**src/adc_params.svh**
```systemverilog
// Register map, field positions, codes and timing counts of the converter control block
`ifndef ADC_PARAMS_SVH
`define ADC_PARAMS_SVH
// Register word indices
`define ADC_OFFSET_IDX 12'hf75
`define ADC_RES_HIGH_IDX 12'hf76
`define ADC_RES_LOW_IDX 12'hf77
`define ADC_TIMING_IDX 12'hf78
`define ADC_CONFIG_IDX 12'hf70
// Reset values
`define ADC_OFFSET_RST 8'h00
`define ADC_RES_HIGH_RST 8'h00
`define ADC_RES_LOW_RST 8'h00
`define ADC_TIMING_RST 8'h00
`define ADC_CONFIG_RST 8'h00
`define ADC_HOLD_RST 14'h0000
`define ADC_READ_PAD 24'h00_0000
`define ADC_ZERO2 2'h0
// Config register fields
`define ADC_CFG_RES_BIT 0
`define ADC_CFG_FMT_BIT 1
`define ADC_CFG_MODE_HI 3
`define ADC_CFG_MODE_LO 2
// Sample timing fields
`define ADC_ST_HI 7
`define ADC_ST_LO 4
`define ADC_SST_HI 3
`define ADC_SST_LO 0
// Start command codes
`define ADC_START_NORMAL 2'h1
`define ADC_START_CAL 2'h2
// Signed result saturation limits
`define ADC_SAT_NEG 14'h2000
`define ADC_SAT_POS 14'h1fff
// Sampling time in converter clocks per code
`define ADC_ST_C0 11'h002
`define ADC_ST_C1 11'h002
`define ADC_ST_C2 11'h004
`define ADC_ST_C3 11'h008
`define ADC_ST_C4 11'h010
`define ADC_ST_C5 11'h020
`define ADC_ST_C6 11'h040
`define ADC_ST_C7 11'h060
`define ADC_ST_C8 11'h080
`define ADC_ST_C9 11'h0c0
`define ADC_ST_CA 11'h100
`define ADC_ST_CB 11'h140
`define ADC_ST_CC 11'h180
`define ADC_ST_CD 11'h200
`define ADC_ST_CE 11'h300
`define ADC_ST_CF 11'h400
`define ADC_CNT_ONE 11'h001
`define ADC_CNT_ZERO 11'h000
`endif

```
**src/adc_pkg.sv**
```systemverilog
// Types shared by the converter control modules
package adc_pkg;
  typedef enum logic [2:0] {
    TM_IDLE = 3'b001,
    TM_SAMPLE = 3'b010,
    TM_SETTLE = 3'b100
  } timer_state_t;
  typedef enum logic [2:0] {
    CV_IDLE = 3'b001,
    CV_TIMING = 3'b010,
    CV_CONVERT = 3'b100
  } conv_state_t;
endpackage : adc_pkg

```
**src/timing_if.sv**
```systemverilog
// Carrier between the control core and the sample timer
`timescale 1ns/1ps
interface timing_if;
  logic start;
  logic tick;
  logic [3:0] sampling_time_field;
  logic [3:0] settling_time_field;
  logic [1:0] input_mode_select;
  logic sample_active;
  logic settle_active;
  logic done;
  modport ctrl (output start, tick, sampling_time_field, settling_time_field,
    input_mode_select, input sample_active, settle_active, done);
  modport timer (input start, tick, sampling_time_field, settling_time_field,
    input_mode_select, output sample_active, settle_active, done);
endinterface : timing_if
```
**src/adc_ctrl.sv**
```systemverilog
// Converter offset, result byte pair and sample timing control with Avalon-MM slave
`timescale 1ns/1ps
`include "adc_params.svh"
module adc_ctrl #(
  parameter int ADDR_W = 12,
  parameter int RES_W = 14
) (
  input wire logic core_clk,
  input wire logic rst_b,
  input wire logic [ADDR_W-1:0] avs_address,
  input wire logic avs_read,
  input wire logic avs_write,
  input wire logic [31:0] avs_writedata,
  input wire logic [3:0] avs_byteenable,
  output logic [31:0] avs_readdata,
  output logic avs_waitrequest,
  input wire logic start_strobe,
  input wire logic [1:0] start_code,
  input wire logic event_trigger,
  input wire logic adc_clk_tick,
  input wire logic result_valid,
  input wire logic [RES_W-1:0] result_data,
  input wire logic [7:0] cal_offset,
  output logic sample_active,
  output logic settle_active,
  output logic convert_request,
  output logic calibrate_mode
);
  initial
  begin
    if (RES_W != 14)
      $error("RES_W must be 14");
    if (ADDR_W < 12)
      $error("ADDR_W too small for register map");
  end

  timing_if tif ();

  // ----------------------------------------
  // Registers
  // ----------------------------------------
  logic [7:0] offset_calibration;
  logic [7:0] result_low_byte;
  logic [7:0] sample_timing;
  logic [7:0] control_config;
  logic [RES_W-1:0] hold_result;
  adc_pkg::conv_state_t conv_state;
  adc_pkg::conv_state_t next_conv_state;

  wire resolution_select = control_config[`ADC_CFG_RES_BIT];
  wire data_format_select = control_config[`ADC_CFG_FMT_BIT];
  wire [1:0] input_mode_select = control_config[`ADC_CFG_MODE_HI:`ADC_CFG_MODE_LO];

  // ----------------------------------------
  // Bus decode
  // ----------------------------------------
  wire bus_req = avs_read || avs_write;
  wire accept = bus_req && !avs_waitrequest;
  wire wr_lane = avs_write && accept && avs_byteenable[0];
  wire [11:0] word_idx = avs_address[11:0];
  wire sel_offset = (word_idx == `ADC_OFFSET_IDX);
  wire sel_high = (word_idx == `ADC_RES_HIGH_IDX);
  wire sel_low = (word_idx == `ADC_RES_LOW_IDX);
  wire sel_timing = (word_idx == `ADC_TIMING_IDX);
  wire sel_config = (word_idx == `ADC_CONFIG_IDX);
  wire high_read = avs_read && accept && sel_high;
  wire [7:0] result_high_byte = {`ADC_ZERO2, hold_result[13:8]};
  wire [7:0] low_latch = resolution_select ? hold_result[7:0]
    : {hold_result[7:2], `ADC_ZERO2};
  wire [7:0] read_byte = sel_offset ? offset_calibration
    : sel_high ? result_high_byte
    : sel_low ? result_low_byte
    : sel_timing ? sample_timing
    : sel_config ? control_config
    : 8'h00;

  // ----------------------------------------
  // Offset correction
  // ----------------------------------------
  wire [1:0] off_low = resolution_select ? offset_calibration[1:0] : `ADC_ZERO2;
  wire [7:0] off_used = {offset_calibration[7:2], off_low};
  wire [14:0] off_ext = {{7{off_used[7]}}, off_used};
  wire [14:0] raw_ext = {result_data[13], result_data};
  wire [14:0] diff = raw_ext - off_ext;
  wire diff_ovf = diff[14] != diff[13];
  wire [13:0] diff_sat = diff_ovf ? (diff[14] ? `ADC_SAT_NEG : `ADC_SAT_POS) : diff[13:0];
  wire [13:0] corrected = data_format_select ? diff_sat : result_data;
  wire [13:0] aligned = resolution_select ? corrected : {corrected[13:2], `ADC_ZERO2};

  // ----------------------------------------
  // Conversion sequencing
  // ----------------------------------------
  wire sw_start = start_strobe && (start_code == `ADC_START_NORMAL);
  wire cal_start = start_strobe && (start_code == `ADC_START_CAL);
  wire any_start = (sw_start || cal_start || event_trigger)
    && (conv_state == adc_pkg::CV_IDLE);
  wire conv_end = (conv_state == adc_pkg::CV_CONVERT) && result_valid;
  wire normal_end = conv_end && !calibrate_mode;
  wire cal_end = conv_end && calibrate_mode;

  assign tif.start = any_start;
  assign tif.tick = adc_clk_tick;
  assign tif.sampling_time_field = sample_timing[`ADC_ST_HI:`ADC_ST_LO];
  assign tif.settling_time_field = sample_timing[`ADC_SST_HI:`ADC_SST_LO];
  assign tif.input_mode_select = input_mode_select;
  assign sample_active = tif.sample_active;
  assign settle_active = tif.settle_active;

  adc_sample_timer #(
    .CNT_W(11)
  ) u_timer (
    .core_clk(core_clk),
    .rst_b(rst_b),
    .tif(tif)
  );

  always_comb
  begin
    next_conv_state = conv_state;
    unique case (conv_state)
      adc_pkg::CV_IDLE:
      begin
        if (any_start)
          next_conv_state = adc_pkg::CV_TIMING;
      end
      adc_pkg::CV_TIMING:
      begin
        if (tif.done)
          next_conv_state = adc_pkg::CV_CONVERT;
      end
      adc_pkg::CV_CONVERT:
      begin
        if (result_valid)
          next_conv_state = adc_pkg::CV_IDLE;
      end
      default:
        next_conv_state = adc_pkg::CV_IDLE;
    endcase
  end

  always_ff @(posedge core_clk)
  begin
    if (!rst_b)
    begin
      conv_state <= adc_pkg::CV_IDLE;
      calibrate_mode <= 1'b0;
      convert_request <= 1'b0;
    end
    else
    begin
      conv_state <= next_conv_state;
      convert_request <= (conv_state == adc_pkg::CV_TIMING) && tif.done;
      if (any_start)
        calibrate_mode <= cal_start;
    end
  end

  // ----------------------------------------
  // Register file
  // ----------------------------------------
  always_ff @(posedge core_clk)
  begin
    if (!rst_b)
    begin
      avs_waitrequest <= 1'b1;
      avs_readdata <= 32'h0000_0000;
    end
    else
    begin
      avs_waitrequest <= !(bus_req && avs_waitrequest);
      avs_readdata <= {`ADC_READ_PAD, read_byte};
    end
  end

  always_ff @(posedge core_clk)
  begin
    if (!rst_b)
      offset_calibration <= `ADC_OFFSET_RST;
    else if (cal_end)
      offset_calibration <= cal_offset;
    else if (wr_lane && sel_offset)
      offset_calibration <= avs_writedata[7:0];
  end

  always_ff @(posedge core_clk)
  begin
    if (!rst_b)
    begin
      sample_timing <= `ADC_TIMING_RST;
      control_config <= `ADC_CONFIG_RST;
    end
    else
    begin
      if (wr_lane && sel_timing)
        sample_timing <= avs_writedata[7:0];
      if (wr_lane && sel_config)
        control_config <= avs_writedata[7:0];
    end
  end

  always_ff @(posedge core_clk)
  begin
    if (!rst_b)
    begin
      hold_result <= `ADC_HOLD_RST;
      result_low_byte <= `ADC_RES_LOW_RST;
    end
    else
    begin
      if (normal_end)
        hold_result <= aligned;
      if (high_read)
        result_low_byte <= low_latch;
    end
  end

  // ----------------------------------------
  // Checks
  // ----------------------------------------
  a_bus_answer: assert property (@(posedge core_clk) disable iff (!rst_b)
    bus_req && avs_waitrequest |=> !avs_waitrequest)
    else $error("bus answer late");
  a_low_latch: assert property (@(posedge core_clk) disable iff (!rst_b)
    high_read |=> result_low_byte == $past(low_latch))
    else $error("low byte not latched on high read");
  a_low_stable: assert property (@(posedge core_clk) disable iff (!rst_b)
    !high_read |=> $stable(result_low_byte))
    else $error("low byte changed without high read");
  a_high_hold: assert property (@(posedge core_clk) disable iff (!rst_b)
    !normal_end |=> $stable(result_high_byte))
    else $error("high byte changed without result");
  a_cal_offset: assert property (@(posedge core_clk) disable iff (!rst_b)
    cal_end |=> offset_calibration == $past(cal_offset))
    else $error("calibration not stored");
  a_unsigned_raw: assert property (@(posedge core_clk) disable iff (!rst_b)
    normal_end && !data_format_select && resolution_select |=> hold_result == $past(result_data))
    else $error("unsigned result altered");
  a_signed_corr: assert property (@(posedge core_clk) disable iff (!rst_b)
    normal_end && data_format_select && resolution_select && !diff_ovf
    |=> hold_result == $past(result_data - {{6{off_used[7]}}, off_used}))
    else $error("signed offset not applied");
  a_start_timing: assert property (@(posedge core_clk) disable iff (!rst_b)
    any_start |=> sample_active ##0 (conv_state == adc_pkg::CV_TIMING))
    else $error("timing not started");
  a_sw_write: assert property (@(posedge core_clk) disable iff (!rst_b)
    wr_lane && sel_offset && !cal_end |=> offset_calibration == $past(avs_writedata[7:0]))
    else $error("offset write lost");
  c_cal_run: cover property (@(posedge core_clk) disable iff (!rst_b) cal_end);
  c_high_read: cover property (@(posedge core_clk) disable iff (!rst_b)
    high_read && !resolution_select);
  c_event_conv: cover property (@(posedge core_clk) disable iff (!rst_b)
    event_trigger && any_start);
  c_signed_end: cover property (@(posedge core_clk) disable iff (!rst_b)
    normal_end && data_format_select);
endmodule : adc_ctrl

```
**src/adc_sample_timer.sv**
```systemverilog
// Sampling and settling phase timer counted in converter clocks
`timescale 1ns/1ps
`include "adc_params.svh"
module adc_sample_timer #(
  parameter int CNT_W = 11
) (
  input wire logic core_clk,
  input wire logic rst_b,
  timing_if.timer tif
);
  initial
  begin
    if (CNT_W < 11)
      $error("CNT_W too small for 1024 clocks");
  end

  // ----------------------------------------
  // Count selection
  // ----------------------------------------
  function automatic logic [10:0] sample_clocks(input logic [3:0] code);
    logic [10:0] c;
    c = `ADC_ST_C0;
    unique case (code)
      4'h0: c = `ADC_ST_C0;
      4'h1: c = `ADC_ST_C1;
      4'h2: c = `ADC_ST_C2;
      4'h3: c = `ADC_ST_C3;
      4'h4: c = `ADC_ST_C4;
      4'h5: c = `ADC_ST_C5;
      4'h6: c = `ADC_ST_C6;
      4'h7: c = `ADC_ST_C7;
      4'h8: c = `ADC_ST_C8;
      4'h9: c = `ADC_ST_C9;
      4'ha: c = `ADC_ST_CA;
      4'hb: c = `ADC_ST_CB;
      4'hc: c = `ADC_ST_CC;
      4'hd: c = `ADC_ST_CD;
      4'he: c = `ADC_ST_CE;
      4'hf: c = `ADC_ST_CF;
    endcase
    return c;
  endfunction : sample_clocks

  adc_pkg::timer_state_t state;
  adc_pkg::timer_state_t next_state;
  logic [CNT_W-1:0] cnt;
  logic [CNT_W-1:0] next_cnt;
  wire [CNT_W-1:0] samp_load = CNT_W'(sample_clocks(tif.sampling_time_field) - `ADC_CNT_ONE);
  wire long_settle = tif.input_mode_select[1];
  wire [CNT_W-1:0] settle_load = long_settle ? CNT_W'(tif.settling_time_field) : '0;
  wire cnt_end = tif.tick && (cnt == '0);

  // ----------------------------------------
  // Phase sequencer
  // ----------------------------------------
  always_comb
  begin
    next_state = state;
    next_cnt = cnt;
    unique case (state)
      adc_pkg::TM_IDLE:
      begin
        if (tif.start)
        begin
          next_state = adc_pkg::TM_SAMPLE;
          next_cnt = samp_load;
        end
      end
      adc_pkg::TM_SAMPLE:
      begin
        if (cnt_end)
        begin
          next_state = adc_pkg::TM_SETTLE;
          next_cnt = settle_load;
        end
        else if (tif.tick)
          next_cnt = cnt - 1'b1;
      end
      adc_pkg::TM_SETTLE:
      begin
        if (cnt_end)
          next_state = adc_pkg::TM_IDLE;
        else if (tif.tick)
          next_cnt = cnt - 1'b1;
      end
      default:
      begin
        next_state = adc_pkg::TM_IDLE;
        next_cnt = '0;
      end
    endcase
  end

  always_ff @(posedge core_clk)
  begin
    if (!rst_b)
    begin
      state <= adc_pkg::TM_IDLE;
      cnt <= '0;
      tif.sample_active <= 1'b0;
      tif.settle_active <= 1'b0;
      tif.done <= 1'b0;
    end
    else
    begin
      state <= next_state;
      cnt <= next_cnt;
      tif.sample_active <= (next_state == adc_pkg::TM_SAMPLE);
      tif.settle_active <= (next_state == adc_pkg::TM_SETTLE);
      tif.done <= (state == adc_pkg::TM_SETTLE) && cnt_end;
    end
  end

  // ----------------------------------------
  // Checks
  // ----------------------------------------
  a_sample_load: assert property (@(posedge core_clk) disable iff (!rst_b)
    (state == adc_pkg::TM_IDLE) && tif.start |=> tif.sample_active && (cnt == $past(samp_load)))
    else $error("sampling count not loaded");
  a_settle_short: assert property (@(posedge core_clk) disable iff (!rst_b)
    tif.settle_active && !tif.input_mode_select[1] && tif.tick |=> !tif.settle_active && tif.done)
    else $error("short settle exceeded one clock");
  a_settle_load: assert property (@(posedge core_clk) disable iff (!rst_b)
    tif.sample_active && cnt_end && long_settle |=> cnt == CNT_W'($past(tif.settling_time_field)))
    else $error("settling count wrong");
  c_long_settle: cover property (@(posedge core_clk) disable iff (!rst_b)
    tif.settle_active && long_settle && (tif.settling_time_field == 4'hf));
endmodule : adc_sample_timer

```
**config.mk**
```make
export PLATFORM = sky130hd
export DESIGN_NAME = adc_ctrl
export DESIGN_NICKNAME = d
export VERILOG_FILES = /design/src/adc_pkg.sv /design/src/timing_if.sv /design/src/adc_ctrl.sv /design/src/adc_sample_timer.sv
export VERILOG_INCLUDE_DIRS = /design/src
export SDC_FILE = /design/constraint.sdc
export NUM_CORES = 1
export LEC_CHECK = 0
export BUFFER_PORTS_ARGS = -buffer_cell sky130_fd_sc_hd__buf_2
export CAP_MARGIN = 10
export CORE_MARGIN = 4
export CORE_UTILIZATION = 49
export CTS_BUF_LIST = sky130_fd_sc_hd__clkbuf_4 sky130_fd_sc_hd__clkbuf_8 sky130_fd_sc_hd__clkbuf_16
export CTS_CLUSTER_SIZE = 8
export DETAILED_ROUTE_END_ITERATION = 7
export PLACE_DENSITY = 0.73
export SYNTH_ARGS = -nofsm -noshare
export SYNTH_HDL_FRONTEND = slang
export SYNTH_SLANG_ARGS = --single-unit
export TNS_END_PERCENT = 5
```
**constraint.sdc**
```tcl
create_clock -name core_clk -period 2.6 [get_ports core_clk]
set_input_delay 0.26 -clock core_clk [delete_from_list [all_inputs] [get_ports core_clk]]
set_output_delay 0.26 -clock core_clk [all_outputs]
set_load 0.1 [all_outputs]
```
# Word level (Yosys, flattened, before mapping)
# Memories as Yosys holds them, arrays and structs flattened. A register that Yosys moved wholly into a read port is not among the register bits.
# Cells that the tools add are included.
[totals]
romBits = 160
inputBits = 80
memories = 1
word_cells = 98
regBits = 101
[classes]
addsub = 3
reduce_logical = 28
mux = 29
n_eq_ne = 21
[memory_table]
columns = ["memory", "depth", "word_bits", "read_ports", "rd_ports_with_merged_regs", "write_ports", "line", "text"]
rows = [
  ["(name not given)", 16, 10, 1, 1, 0, "adc_sample_timer.sv:23", "unique case (code)"],
]
[ops]
columns = ["op", "n"]
rows = [
  ["$eq 12x12->1 const B", 5],
  ["$mux 8", 7],
  ["$mux 11", 4],
  ["$mux 14", 3],
  ["$pmux 11 s3", 1],
  ["$sub 11x1->11 const B", 2],
  ["$logic_and 1x1->1", 18],
  ["$mux 3", 6],
  ["$pmux 3 s3", 2],
  ["$sub 14x8->15", 1],
  ["$mux 4", 3],
  ["$logic_not 11->1", 1],
  ["$eq 3x2->1 const B", 3],
  ["$eq 3x3->1 const B", 3],
  ["$ne 2x2->1 const B", 4],
  ["$eq 3x1->1 const B", 2],
  ["$mux 2", 3],
  ["$logic_not 1->1", 3],
  ["$logic_or 1x1->1", 3],
  ["$reduce_and 3->1", 1],
  ["$eq 2x1->1 const B", 1],
  ["$eq 2x2->1 const B", 1],
  ["$ne 2x1->1 const B", 1],
  ["$reduce_and 2->1", 1],
  ["2 further kinds", 2],
]

# Logic depth before layout (Yosys ltp)
[depth]
word_depth = 8
mapped_depth = 12
ltp_nobuf = 11

# By module
# Synthesis repeated with hierarchy kept, for this count alone.
[unflattened]
cells_unflattened = 584
hier_area_um2 = 4994.8
[by_module_without_submodules]
columns = ["module", "area_each_um2", "seq_area_each_um2", "cells_per_inst", "n_inst"]
rows = [
  ["adc_ctrl", 3692.3, 1201.2, 420, 1],
  ["adc_sample_timer", 1302.5, 340.3, 164, 1],
]

# Least setup slack after synthesis
# Ideal clock, no wire load.
[synth_timing]
kind = "reg-to-reg"
startpoint = "register control_config[0]"
endpoint = "register hold_result[11]"
required_ns = 2.510
period_less_slack_ns = 2.746
setup_ns = 0.090
path_stages_with_launch = 12
arrival_time_ns = 2.656
n_path_buf = 2
path_slack_ns = -0.146
cell_sequence = "dfxtp_1 -> clkbuf_1 -> nand2_1 -> ha_1 -> nor2b_1 -> o31a_1 -> o311a_1 -> o21a_1 -> or2_4 -> or4_4 -> buf_6 -> o221ai_2"
[synth_via]
elab_chain_len = 5
word_cells_on_any_way = 6
cone_classes = "add/sub: 1; eq/ne: 1; mux: 4"
[synth_rtl]
columns = ["item", "line", "text"]
rows = [
  ["from (decl)", "adc_ctrl.sv:45", "logic [7:0] control_config;"],
  ["from (signal assigned)", "adc_ctrl.sv:190", "control_config <= `ADC_CONFIG_RST;"],
  ["from (signal assigned)", "adc_ctrl.sv:197", "control_config <= avs_writedata[7:0];"],
  ["$mux 2 (no line) *", "-", ""],
  ["$sub 14x8->15 *", "adc_ctrl.sv:84", "wire [14:0] diff = raw_ext - off_ext;"],
  ["$mux 14 (no line) / $ne 1x1->1 (equally long branches)", "-", ""],
  ["$mux 14 *", "adc_ctrl.sv:86", "wire [13:0] diff_sat = diff_ovf ? (diff[14] ? `ADC_SAT_NEG : `ADC_SAT_POS) : diff[13:0];"],
  ["$mux 14 *", "adc_ctrl.sv:87", "wire [13:0] corrected = data_format_select ? diff_sat : result_data;"],
  ["to (signal assigned)", "adc_ctrl.sv:205", "hold_result <= `ADC_HOLD_RST;"],
  ["to (signal assigned)", "adc_ctrl.sv:211", "hold_result <= aligned;"],
  ["to (decl)", "adc_ctrl.sv:46", "logic [RES_W-1:0] hold_result;"],
]
# Every way passes the cells marked *; elsewhere a longest branch is shown, timed or not.
# A chain may end at the register's enable or synchronous reset.

# Final worst setup path
[layout_timing]
startpoint = "register offset_calibration[6]"
endpoint = "register hold_result[12]"
[layout_via]
elab_chain_len = 4
word_cells_on_any_way = 5
cone_classes = "add/sub: 1; eq/ne: 1; mux: 3"
[layout_rtl]
columns = ["item", "line", "text"]
rows = [
  ["from (decl)", "adc_ctrl.sv:42", "logic [7:0] offset_calibration;"],
  ["from (signal assigned)", "adc_ctrl.sv:178", "offset_calibration <= `ADC_OFFSET_RST;"],
  ["from (signal assigned)", "adc_ctrl.sv:180", "offset_calibration <= cal_offset;"],
  ["from (signal assigned)", "adc_ctrl.sv:182", "offset_calibration <= avs_writedata[7:0];"],
  ["$sub 14x8->15 *", "adc_ctrl.sv:84", ""],
  ["$mux 14 (no line) / $ne 1x1->1 (equally long branches)", "-", ""],
  ["$mux 14 *", "adc_ctrl.sv:86", ""],
  ["$mux 14 *", "adc_ctrl.sv:87", ""],
]
# Marks and branches as above.

==> results_dict.tcl <==
set metrics [dict create \
    status "complete, no violations" \
    port_buffers 65 \
    first_pass_iters 5 \
    ys_top_cells_by_area "dfxtp_1, nand2_1, ha_1" \
    synth-edff-count 0 \
    nets 789 \
    fin_area_mm2 0.005909 \
    slowest_delay_ns 0.51 \
    p_total_uw 2862 \
    gp_congestion 0.8790 \
    wirelength_um 13110 \
    critPathKind "flop to flop" \
    syn_inst 602 \
    skew_ns 0.007128 \
    htreeDepth 3 \
    reg2regPathDepth 9 \
    maxSlewHeadroom_pct 50.71 \
    hold_depth 2 \
    critical-path-top-delay-family "compound AO/OA/AOI/OAI gates" \
    cts_tree "built" \
    p_per_area_mw_per_mm2 484.3 \
    yosysWarnings 0 \
    async_flop_share_pct 0 \
    synthDistinctLibCells 76 \
    vdd_drop_max_uv 209.2 \
    slew_violations 0 \
    crit_path_start_kind "flop" \
    cts_buffer_depth 2 \
    r2r_start "offset_calibration[6]" \
    crit_required_ns 2.88 \
    worstSetupEndpointType "flop" \
    final_cell_mix "dfxtp_1, buf_2, nand2_1" \
    via_count 4669 \
    die_area_mm2 0.01186 \
    ys.flop_type "dfxtp_1" \
    pre_cts_ws_ns -0.09923 \
    ys_seq_area_share_pct 34.90 \
    layout_commonest_cell "dfxtp_1" \
    total_leakage_power_uw 0.002343 \
    min_period_over_period_pct 96.15 \
    core_area_mm2 0.009864 \
    syn_area_mm2 0.004991 \
    antenna_left 0 \
    grt_use_total_pct 22.18 \
    yosysTopAreaCell "dfxtp_1" \
    cts.sinks 87 \
    drcViolationCount 0 \
    syn_avg_cell_area_um2 8.291 \
    min_to "avs_waitrequest" \
    routedWlPerCell_um 15.84 \
    overflow 0 \
    grt_pass1_vias 4467 \
    hold_buffers 0 \
    num_rows 36 \
    cp.arrival_ns 2.78 \
    drive_gt1_share_pct 24.32 \
    numCtsBuffers 9 \
    place_area_mm2 0.005620 \
    crit_buf_inv 1 \
    drtIter0Drc 402 \
    grt_antenna_before_repair 0 \
    initial_core_util_pct 50.60 \
    clkTransAtPathRegs_ns 0.08 \
    whs_ns 0.1356 \
    min-delay-start "avs_read" \
    dp_hpwl_um 10310 \
    setup_ws_ns 0.09999 \
    syn_to_final_growth_pct 18.40 \
    cts_root_buffer "clkbuf_8" \
    grt_start_max_net_pins 23 \
    clk_latency_ns 0.36 \
    crit_fanout 8 \
    synth_seq_cells 87 \
    n_antenna_cell 0 \
    max_cap_viol_count 0 \
    crit_chain "inv_1, ha_1, a21oi_2, o21ai_0, a221o_1, o21a_1, or2_4, or4_4, o221ai_2" \
    dieWidth_um 108.9 \
    min_path_type "primary input to flop" \
    tightest_slew_ns 0.7366 \
    r2r_end "hold_result[12]" \
    io_pins 117 \
    grt_pass1_wl_um 21020 \
    critPathSlowestCell "or4_4" \
    viasPerCell 5.639 \
    hold_viol 0 \
    period_needed_ns 2.500 \
    chipHeight_um 108.9 \
    ff2ff_setup_slack_ns 0.1 \
    max_freq_mhz 400.0 \
    netlist.area_leader.share_pct 34.90 \
    setup_violations 0 \
]
## what timing repair did
item / in CTS / in global routing
resized for setup: 11 / 9
endpoints found under the setup margin: 10 / 11
pin swaps: 6 / 6
setup buffers: 2 / 1
## power breakdown
part	total [uW]	switching (uW)	leakage, uW	internal (uW)
registers	1360	17.3	0.000705	1340
logic	570	400	0.00154	170
clock network	930	478	0.0000994	452
total	2860	895	0.00234	1970
## worst reg2reg max path, cell delays in order (launching register included)
cell and delay [ns]:
dfxtp_2 0.34, inv_1 0.07, ha_1 0.31, a21oi_2 0.16
o21ai_0 0.12, a221o_1 0.38, o21a_1 0.20, or2_4 0.24
or4_4 0.51, o221ai_2 0.10
## metal layers
layer	GRT usage, %	vias to the layer above	part of all wire [%]
met4	6.673	0	1.6
met3	3.612	16	5.5
met2	39.17	151	51
met5	0	-	0
li1	-	2322	-
met1	27.61	2180	42
## synthesized netlist by cell type (6+ instances only)
cell	number
clkbuf_1	23
dfxtp_1	87
nand2b_1	13
nor3_1	16
inv_1	23
nor2_1	51
a21o_1	6
nand3_1	23
xnor2_1	12
nand3b_1	7
a21oi_1	38
or3_1	7
a22oi_1	8
a222oi_1	8
ha_1	18
nand4_1	6
a311oi_1	8
o21ai_0	16
xor2_1	7
o211ai_2	6
nand2_1	63
o22ai_1	9
mux2i_1	16
nor4_1	7
buf_4	25
## kinds of logic after synthesis
family	count (synthesis)	synth area share, %
buf+inv	83	8.398
compound gates	144	20.73
simple gates	231	24.04
mux	16	3.209
other cells	1	0.07513
flops	87	34.90
fa+ha+maj	21	5.315
xor+xnor	19	3.334
## through the flow
step | cells | util (%) | TNS (ns)
after floorplan | 625 | - | 0
after global placement | 809 | 56.98 | -0.4946
after detailed placement | 809 | 56.98 | -0.6884
after CTS | 827 | 59.39 | 0
after global routing | 828 | 59.91 | -0.003337
final | 828 | 59.91 | 0
## how the worst max path moves through the flow
| stage | end | cells after the start | slack (ns) | startpoint |
|---|---|---|---|---|
| 2_1_floorplan | hold_result[11] | 11 | 0.006 | offset_calibration[7] |
| 6_report | hold_result[12] | 9 | 0.1 | offset_calibration[6] |
| 5_1_grt | hold_result[10] | 11 | -0.003 | control_config[0] |
| 3_3_place_gp | hold_result[11] | 9 | -0.07 | offset_calibration[7] |
| 3_5_place_dp | hold_result[12] | 9 | -0.1 | offset_calibration[7] |
| 4_1_cts | hold_result[12] | 9 | 0.01 | offset_calibration[3] |
## final cells by class
cell class	count	area [um^2]
Clock buffer	10	131.4
Clock inverter	6	61.31
Fill cell	871	3955
Inverter	28	107.6
Multi-Input combinational cell	455	3023
Sequential cell	87	1752
Tap cell	133	166.4
Timing Repair Buffer	109	668.1
(Power assumes the default switching activity.)
